**src/verilog/hbs_pkg.sv**
```systemverilog
// How it works
// - fourth bus request ORed with primary
// - all data grants ORed into one
// - ORed data grant tracks processor tenures
// - data bus split high/low, bit zero MSB
// - eight parity lines sampled in, driven out
// - busy sampled every cycle, whoever masters
// - busy driven only after qualified cache grant
// - shared flush-done line, drive low only
// - global-transaction output negated when we master
// - reset async assert, synchronous release
// - address tenure starts only after address grant
// - bus request driven as output normally
// - cache data grant starts our data tenure
package hbs_pkg;
  localparam int unsigned HALF_W      = 32;
  localparam int unsigned PAR_W       = 8;
  localparam int unsigned RST_SYNC_N  = 2;
  localparam int unsigned HRST_MIN_CYC = 16;
  localparam int unsigned DATA_BEATS  = 4;
  localparam int unsigned BEAT_CNT_W  = 3;
  localparam logic        NEG_LVL     = 1'b1;

  typedef enum logic [2:0] {
    HBS_IDLE   = 3'b000,
    HBS_REQ    = 3'b001,
    HBS_ADDR   = 3'b010,
    HBS_DWAIT  = 3'b011,
    HBS_DATA   = 3'b100
  } hbs_state_t;

  // even parity, one bit per byte lane over all eight lanes; used on both directions
  function automatic logic [PAR_W-1:0] hbs_parity(input logic [2*HALF_W-1:0] d);
    logic [PAR_W-1:0] p;
    p = '0;
    for (int i = 0; i < PAR_W; i++) begin
      p[i] = ^d[(2*HALF_W-1-8*i) -: 8];
    end
    return p;
  endfunction : hbs_parity
endpackage : hbs_pkg

```
**src/verilog/hbs_reset_sync.sv**
```systemverilog
module hbs_reset_sync
  import hbs_pkg::*;
#(
  parameter int unsigned STAGES = RST_SYNC_N
) (
  input  wire logic clk_sys_i,
  input  wire logic resetn_i,
  output logic      resetn_o
);
  logic [STAGES-1:0] sync_r;

  // assert at once, release only on a clock edge
  always_ff @(posedge clk_sys_i or negedge resetn_i) begin
    if (!resetn_i) begin
      sync_r <= '0;
    end else begin
      sync_r <= {sync_r[STAGES-2:0], 1'b1};
    end
  end

  assign resetn_o = sync_r[STAGES-1];
endmodule : hbs_reset_sync

```
**src/verilog/hbs_host_bus.sv**
```systemverilog
module hbs_host_bus
  import hbs_pkg::*;
#(
  parameter int unsigned BEATS = DATA_BEATS
) (
  // clock and hard reset (processor clock, active low)
  input  wire logic               clk_sys_i,
  input  wire logic               resetn_i,
  // processor bus requests and data grants, active low
  input  wire logic               proc_bus_request_n_i,
  input  wire logic               fourth_proc_bus_request_n_i,
  input  wire logic               proc_data_grant_n_i,
  input  wire logic               second_proc_data_grant_n_i,
  input  wire logic               third_proc_data_grant_n_i,
  input  wire logic               fourth_proc_data_grant_n_i,
  // arbiter to cache
  input  wire logic               cache_address_grant_n_i,
  input  wire logic               cache_data_grant_n_i,
  // cache bus request pin (two-way, normally output)
  input  wire logic               cache_bus_request_n_i,
  output logic                    cache_bus_request_n_o,
  output logic                    cache_bus_request_oe_o,
  // data bus busy pin
  input  wire logic               data_bus_busy_n_i,
  output logic                    data_bus_busy_n_o,
  output logic                    data_bus_busy_oe_o,
  // data bus halves and parity
  input  wire logic [HALF_W-1:0]  data_high_half_i,
  input  wire logic [HALF_W-1:0]  data_low_half_i,
  output logic      [HALF_W-1:0]  data_high_half_o,
  output logic      [HALF_W-1:0]  data_low_half_o,
  output logic                    data_oe_o,
  input  wire logic [PAR_W-1:0]   data_parity_lines_i,
  output logic      [PAR_W-1:0]   data_parity_lines_o,
  // shared flush-done line, open drain
  input  wire logic               flush_complete_shared_n_i,
  output logic                    flush_complete_shared_n_o,
  output logic                    flush_complete_shared_oe_o,
  // global transaction
  output logic                    global_transaction_n_o,
  // cache core side
  input  wire logic               master_req_i,
  input  wire logic [2*HALF_W-1:0] wr_data_i,
  input  wire logic               flush_done_i,
  output logic                    beat_ack_o,
  output logic                    xfer_done_o,
  output logic      [2*HALF_W-1:0] rd_data_o,
  output logic                    rd_valid_o,
  output logic                    parity_err_o,
  output logic                    proc_req_o,
  output logic                    proc_data_owner_o,
  output logic                    bus_busy_o,
  output logic                    peer_flush_done_o
);
  logic                  rst_n;
  hbs_state_t            state_r;
  hbs_state_t            state_nxt;
  logic [BEAT_CNT_W-1:0] beat_r;
  logic                  proc_req_c;
  logic                  proc_dg_c;
  logic                  last_beat_c;
  logic [2*HALF_W-1:0]   rd_word_c;

  hbs_reset_sync #(
    .STAGES (RST_SYNC_N)
  ) u_rst (
    .clk_sys_i (clk_sys_i),
    .resetn_i  (resetn_i),
    .resetn_o  (rst_n)
  );

  // active low: any low request or grant is an assertion
  assign proc_req_c = ~(proc_bus_request_n_i & fourth_proc_bus_request_n_i);
  assign proc_dg_c  = ~(proc_data_grant_n_i & second_proc_data_grant_n_i
                        & third_proc_data_grant_n_i & fourth_proc_data_grant_n_i);
  assign last_beat_c = (beat_r == BEAT_CNT_W'(BEATS - 1));
  assign rd_word_c   = {data_high_half_i, data_low_half_i};

  always_comb begin
    state_nxt = state_r;
    unique case (state_r)
      HBS_IDLE: begin
        if (master_req_i) begin
          state_nxt = HBS_REQ;
        end
      end
      HBS_REQ: begin
        if (!cache_address_grant_n_i) begin
          state_nxt = HBS_ADDR;
        end
      end
      HBS_ADDR: begin
        state_nxt = HBS_DWAIT;
      end
      HBS_DWAIT: begin
        // qualified: grant low and no processor still holding busy
        if (!cache_data_grant_n_i && data_bus_busy_n_i) begin
          state_nxt = HBS_DATA;
        end
      end
      HBS_DATA: begin
        if (last_beat_c) begin
          state_nxt = HBS_IDLE;
        end
      end
      default: begin
        state_nxt = HBS_IDLE;
      end
    endcase
  end

  always_ff @(posedge clk_sys_i or negedge rst_n) begin
    if (!rst_n) begin
      state_r <= HBS_IDLE;
    end else begin
      state_r <= state_nxt;
    end
  end

  always_ff @(posedge clk_sys_i or negedge rst_n) begin
    if (!rst_n) begin
      beat_r <= '0;
    end else if (state_r == HBS_DATA) begin
      beat_r <= last_beat_c ? '0 : beat_r + 1'b1;
    end else begin
      beat_r <= '0;
    end
  end

  // request pin is an output once out of reset; driven high on the edge the address grant is seen
  always_ff @(posedge clk_sys_i or negedge rst_n) begin
    if (!rst_n) begin
      cache_bus_request_n_o  <= NEG_LVL;
      cache_bus_request_oe_o <= 1'b0;
    end else begin
      cache_bus_request_oe_o <= 1'b1;
      cache_bus_request_n_o  <= ~(state_nxt == HBS_REQ);
    end
  end

  // busy driven only in our data tenure, input otherwise
  always_ff @(posedge clk_sys_i or negedge rst_n) begin
    if (!rst_n) begin
      data_bus_busy_n_o  <= NEG_LVL;
      data_bus_busy_oe_o <= 1'b0;
    end else begin
      data_bus_busy_oe_o <= (state_nxt == HBS_DATA);
      data_bus_busy_n_o  <= ~(state_nxt == HBS_DATA);
    end
  end

  always_ff @(posedge clk_sys_i or negedge rst_n) begin
    if (!rst_n) begin
      data_high_half_o    <= '0;
      data_low_half_o     <= '0;
      data_parity_lines_o <= '0;
      data_oe_o           <= 1'b0;
      beat_ack_o          <= 1'b0;
      xfer_done_o         <= 1'b0;
    end else begin
      data_oe_o   <= (state_nxt == HBS_DATA);
      beat_ack_o  <= (state_nxt == HBS_DATA);
      xfer_done_o <= (state_r == HBS_DATA) && last_beat_c;
      if (state_nxt == HBS_DATA) begin
        data_high_half_o    <= wr_data_i[2*HALF_W-1 -: HALF_W];
        data_low_half_o     <= wr_data_i[HALF_W-1:0];
        data_parity_lines_o <= hbs_parity(wr_data_i);
      end
    end
  end

  // incoming data sampled on any processor data grant outside our own data tenure
  always_ff @(posedge clk_sys_i or negedge rst_n) begin
    if (!rst_n) begin
      rd_data_o    <= '0;
      rd_valid_o   <= 1'b0;
      parity_err_o <= 1'b0;
    end else begin
      rd_valid_o   <= proc_dg_c && (state_r != HBS_DATA);
      parity_err_o <= 1'b0;
      if (proc_dg_c && (state_r != HBS_DATA)) begin
        rd_data_o    <= rd_word_c;
        parity_err_o <= (hbs_parity(rd_word_c) != data_parity_lines_i);
      end
    end
  end

  // open drain: only ever pull low
  always_ff @(posedge clk_sys_i or negedge rst_n) begin
    if (!rst_n) begin
      flush_complete_shared_n_o  <= 1'b0;
      flush_complete_shared_oe_o <= 1'b0;
      peer_flush_done_o          <= 1'b0;
    end else begin
      flush_complete_shared_n_o  <= 1'b0;
      flush_complete_shared_oe_o <= flush_done_i;
      peer_flush_done_o          <= ~flush_complete_shared_n_i;
    end
  end

  always_ff @(posedge clk_sys_i or negedge rst_n) begin
    if (!rst_n) begin
      global_transaction_n_o <= NEG_LVL;
      proc_req_o             <= 1'b0;
      proc_data_owner_o      <= 1'b0;
      bus_busy_o             <= 1'b0;
    end else begin
      global_transaction_n_o <= NEG_LVL;
      proc_req_o             <= proc_req_c;
      proc_data_owner_o      <= proc_dg_c;
      bus_busy_o             <= ~data_bus_busy_n_i;
    end
  end
endmodule : hbs_host_bus

```
**config.mk**
```make
export PLATFORM = sky130hd
export DESIGN_NAME = hbs_host_bus
export DESIGN_NICKNAME = d
export VERILOG_FILES = /design/src/verilog/hbs_pkg.sv /design/src/verilog/hbs_reset_sync.sv /design/src/verilog/hbs_host_bus.sv
export SDC_FILE = /design/constraint.sdc
export NUM_CORES = 1
export LEC_CHECK = 0
export BUFFER_PORTS_ARGS = -buffer_cell sky130_fd_sc_hd__buf_2
export CAP_MARGIN = 10
export CORE_UTILIZATION = 49
export DETAILED_ROUTE_END_ITERATION = 10
export PLACE_DENSITY_LB_ADDON = 0.1
export SLEW_MARGIN = 20
export SYNTH_ARGS = -nofsm -noshare
export SYNTH_HDL_FRONTEND = slang
export SYNTH_HIERARCHICAL = 1
export SYNTH_SLANG_ARGS = --single-unit
```
**constraint.sdc**
```tcl
create_clock -name clk_sys_i -period 13.3 [get_ports clk_sys_i]
set_clock_uncertainty 0.15 [all_clocks]
set_input_delay 0.665 -clock clk_sys_i [delete_from_list [all_inputs] [get_ports clk_sys_i]]
set_output_delay 0.665 -clock clk_sys_i [all_outputs]
set_load 0.01 [all_outputs]
```
-- Word level (Yosys, flattened, before mapping)
Cells that the tools add are included.
- register bits after elaboration: 156
- bits in latches: 0
- bits in writable memories: 0
- ROM bits: 0
- input bits: 151
- output and inout port bits: 152
- word-level logic and storage cells: 68
- memories: 0
- add/sub/neg operators: 1
- multiply operators: 0
- divide/modulo/power cells: 0
- magnitude comparators: 0
- eq/ne operators: 9
- shifts and indexed selects: 0
- mux-type cells: 8
- bitwise logic cells: 10
- reductions and logical operators: 21
- operator list (cell ; number):
    8-bit parity ; 16
    3-bit 2-to-1 mux ; 6
    3-bit case mux with 5 select lines ; 1
    3-bit by 2-bit equality test with 1-bit output (second input constant) ; 3
    8-bit inequality test ; 1
    3-bit by 1-bit equality test with 1-bit output (second input constant) ; 2
    3-bit equality test (second input constant) ; 2
    1-bit NOT ; 6
    1-bit AND ; 4
    3-bit by 1-bit adder with 3-bit output (second input constant) ; 1
    1-bit logical AND ; 3
    3-bit zero test ; 1
    3-bit inequality test (second input constant) ; 1
    1-bit zero test ; 1
    1-bit 2-to-1 mux ; 1

-- Depth between registers and ports, before layout
- word-level depth: 6
- mapped depth: 7
- gate-level depth less buffers: 5

-- Modules after synthesis
The synthesis kept the hierarchy.
- by module, submodules not included (module ; times used ; cells an instance ; area an instance (um2) ; seq. area each (um2)):
    hbs_host_bus ; 1 ; 454 ; 6841.6 ; 3856.2
    hbs_reset_sync ; 1 ; 3 ; 53.8 ; 50.0

-- Worst setup path after synthesis
No wires, ideal clock.
- kind: input to register
- start point: input data_high_half_i[18]
- end point: register parity_err_o
- library setup time: 0.131 ns
- arrival: 1.682 ns
- required time: 13.019 ns
- setup slack: 11.337 ns
- cell stages on the path: 5
- path buffers: 0
- path through: xnor2_1 > xnor3_2 > xnor2_1 > nor4_1 > a21oi_1
- longest elaborated chain between the ends: 3
- RTL lines (item ; line ; source):
    start: declaration ; hbs_host_bus.sv:28 ; input wire logic [HALF_W-1:0] data_high_half_i,
    8-bit parity ; hbs_pkg.sv:37 ; p[i] = ^d[(2*HALF_W-1-8*i) -: 8];
    8-bit inequality test ; hbs_host_bus.sv:183 ; parity_err_o <= (hbs_parity(rd_word_c) != data_parity_lines_i);
    1-bit 2-to-1 mux ; hbs_host_bus.sv:181 ; if (proc_dg_c && (state_r != HBS_DATA)) begin
    end signal: assignment ; hbs_host_bus.sv:183 ;
    end: declaration ; hbs_host_bus.sv:49 ; output logic parity_err_o,
No other way between the ends.
A chain may end at the register's enable or synchronous reset.

-- Worst setup path in the final report
- start point: register beat_r[0]
- end point: register data_high_half_o[8]
- longest elaborated chain between the ends: 4
- RTL lines (item ; line ; source):
    start: declaration ; hbs_host_bus.sv:58 ; logic [BEAT_CNT_W-1:0] beat_r;
    start signal: assignment ; hbs_host_bus.sv:124 ; beat_r <= last_beat_c ? '0 : beat_r + 1'b1;
    3-bit by 2-bit equality test with 1-bit output ; hbs_host_bus.sv:76 ; assign last_beat_c = (beat_r == BEAT_CNT_W'(BEATS - 1));
    3-bit 2-to-1 mux ; hbs_host_bus.sv:102 ; if (last_beat_c) begin
    3-bit case mux with 5 select lines ; hbs_host_bus.sv:81 ; unique case (state_r)
    3-bit equality test ; hbs_host_bus.sv:164 ; if (state_nxt == HBS_DATA) begin
    end signal: assignment ; hbs_host_bus.sv:165 ; data_high_half_o <= wr_data_i[2*HALF_W-1 -: HALF_W];
    end: declaration ; hbs_host_bus.sv:30 ; output logic [HALF_W-1:0] data_high_half_o,
No other way between the ends.

==> summary.txt <==
Cells and area
  – # diodes: 0
  – Layout area overhead: 32.3%
  – Layout cells sized above 1: 0.552
  – Layout Nets: 914

STA
  – RSZ-0062 raised after global routing: false
  – Endpoints failing setup: 0
  – Slew @ Worst Pin: 0.949 ns
  – Crit share post-route: 0.178
  – Achievable Freq: 423 MHz
  – Final hold vios: 0
  – Count of pins over their slew limit: 0
  – Tmin final: 2.36 ns
  – Setup WS post-layout: 10.94 ns
  – Smallest hold slack: 0.147 ns
  – Slew headroom: 0.367
  – Total negative slack: 0 ns

Global routing
  – GR Overflow Total: 0
  – Vias in the first global route: 4895
  – Antenna violations before repair: 0
  – First-pass GRT wire length: 24100 um
  – Total GRT Usage: 0.220
  – Largest net degree at the start of global routing: 75

Route
  – Via density: 4.87
  – WL met1: 5650 um
  – DRC: 0
  – WL final: 15300 um
  – Initial DRC count: 140
  – Uppermost layer routed: met4
  – Via Count: 4634
  – Detailed Routing Iterations Pass 1: 4
  – DR WL met2: 7940 um
  – Wire per inst: 16.1 um
  – Met3 wire length: 1270 um
  – Final antenna-violating net count: 0

Logic synthesis
  – Synth area leaders: dfrtp_1 (56%), mux2_2 (14%), xnor2_1 (11%)
  – Area leader, netlist: dfrtp_1
  – Seq cells post-synth: 156
  – Cell Area, Synth: 6900 um2
  – Top-count cell post-synth: dfrtp_1
  – Mean Syn Cell Area: 15.1 um2
  – Post-synth EDFFs: 0
  – Synth Instances: 457
  – Sequential fraction of the synthesis area: 0.567
  – Synth cell count leaders: dfrtp_1 (154), xnor2_1 (88), mux2_2 (86)
  – Asr flop ratio synth: 1.00
  – Distinct cells, synth: 30
  – Syn. warnings: 6
  – Synth Flop Type: dfrtp_1
  – Yosys top cell area share: 0.559

Clock network
  – Setup repair bufs after CTS: 0
  – Clock transition at the registers of the reported paths: 0.06 ns
  – CTS tree: built
  – Root Driver: clkbuf_16
  – CTS Buffer Depth: 2
  – CTS buffer count: 17
  – Num Clock Sinks: 156
  – Skew-Pair Late Insertion Delay: 0.42 ns
  – Resized cells post-CTS: 0
  – Hold buffer count at CTS: 1
  – H-tree Lvls: 4

Setup path
  – CP Data Arrival Time: 2.51 ns
  – Critical path required time: 13.45 ns
  – R2R setup slack: 10.94 ns
  – Setup Crit Path Kind: reg2reg
  – Worst Setup Start Kind: flip-flop
  – CP Cell Sequence: ha_1 -> nor2b_1 -> o21ai_4 -> buf_4 -> mux2_2
  – Crit Reg-Reg Startpoint: beat_r[0]
  – Max stage delay on crit path: 0.73 ns
  – CP endpoint kind: flip-flop
  – R2R depth: 5
  – Critical R2R Capture: data_high_half_o[8]
  – CP max-delay cell: buf_4
  – Crit Path Max Fanout: 74

Die
  – Die area: 14600 um2
  – Die span in y: 121 um
  – Initial cell density of the core: 0.511
  – Total core area: 13500 um2
  – Number of top-level pins: 303
  – Rows: 42
  – Die width: 121 um

Run status
  – Status: complete, no violations

Placed design
  – Gpl congestion: 0.781
  – IO buf count: 299
  – Final HPWL DP: 11800 um
  – Pre-CTS WS: 10.68 ns

Pwr
  – Total power: 1.73 mW
  – Power per cell area: 190 nW/um2
  – Worst VDD drop: 0.113 mV
  – Static Leak: 4.30 nW

Job
  – Max-Cap Viols: 0

Min path
  – Worst Hold Class: reg2async
## cells by family (layout without fill, tap and decap cells)
family / Yosys count / in the layout / synth area share
other: 3 / 4 / 0.00163
adder cells (fa/ha/maj): 1 / 1 / 0.00181
XOR/XNOR: 112 / 112 / 0.159
flip-flops: 156 / 156 / 0.567
buffers and inverters: 24 / 341 / 0.0283
multiplexers: 136 / 136 / 0.222
AND/OR/NAND/NOR: 18 / 18 / 0.0149
AO/OA/AOI/OAI: 7 / 7 / 0.00617
## cell usage in the layout (no fill, tap or decap), drive strengths merged
master and instances:
xnor2 88, inv 5, clkinv 4, a211o 1, buf 303, bufinv 4
dlygate4sd3 1, xor2 16, dfstp 2, ha 1, a21oi 3, xnor3 8
nand4 1, nand3b 2, nor4 2, dfrtp 154, nand2 4, nor3 1
nor3b 1, o21ai 3, and3 2, nand2b 1, mux2 136, nor2b 1
nor2 3, clkbuf 21, conb 4, clkinvlp 3
## worst max path at each step
| stage | from | end | cells past startpoint |
|---|---|---|---|
| global route | state_r[1] | data_high_half_o[8] | 5 |
| CTS | beat_r[0] | data_high_half_o[8] | 5 |
| detailed placement | data_bus_busy_n_i | data_high_half_o[8] | 7 |
| finish | beat_r[0] | data_high_half_o[8] | 5 |
| floorplan | u_rst/sync_r[1] | beat_ack_o | 0 |
| global placement | data_bus_busy_n_i | data_high_half_o[10] | 7 |
## power by group
part           internal (mW)  leakage [nW]  switching (mW)  total [mW]
clock network          0.323         0.299           0.184       0.508
registers              0.621          1.82          0.0716       0.693
logic                  0.270          2.18           0.258       0.528
total                   1.21          4.30           0.514        1.73
## sequential cells by signal, summed over array words and instances (netlist names), 2 cells and up
| register | count |
|---|---|
| beat_r | 3 |
| rd_data_o | 64 |
| data_parity_lines_o | 8 |
| u_rst/sync_r | 2 |
| state_r | 3 |
| data_low_half_o | 32 |
| data_high_half_o | 32 |
## worst max-delay path, delay by kind of cell, from the launching register on
family	cells	cell delay (ns)
flops	1	0.39
compound gates	1	0.12
fa+ha+maj	1	0.21
buf+inv	1	0.73
mux	1	0.42
simple gates	1	0.18
## metrics by stage
step	std cells	cell area, um2	util
after global routing	951	9120	0.675
after CTS	951	9120	0.675
final	951	9120	0.675
after detailed placement	918	8480	0.628
after floorplan	458	6900	-
after global placement	918	8480	0.628
## per-layer routing
layer,vias up,GRT usage
met5,-,0
met1,2249,0.241
met4,0,0.0980
li1,2150,-
met2,196,0.381
met3,39,0.0774
## final cells by class
| cell class | instances | area, um2 |
|---|---|---|
| fillers | 1035 | 4390 |
| flip-flops and latches | 156 | 3910 |
| well taps | 176 | 220 |
| inverters | 5 | 18.8 |
| repair buffers | 304 | 1540 |
| clock buffers | 21 | 460 |
| clock inverters | 11 | 166 |
| multi-input cells | 278 | 2810 |
No activity file was read; power rests on OpenSTA's default activity.
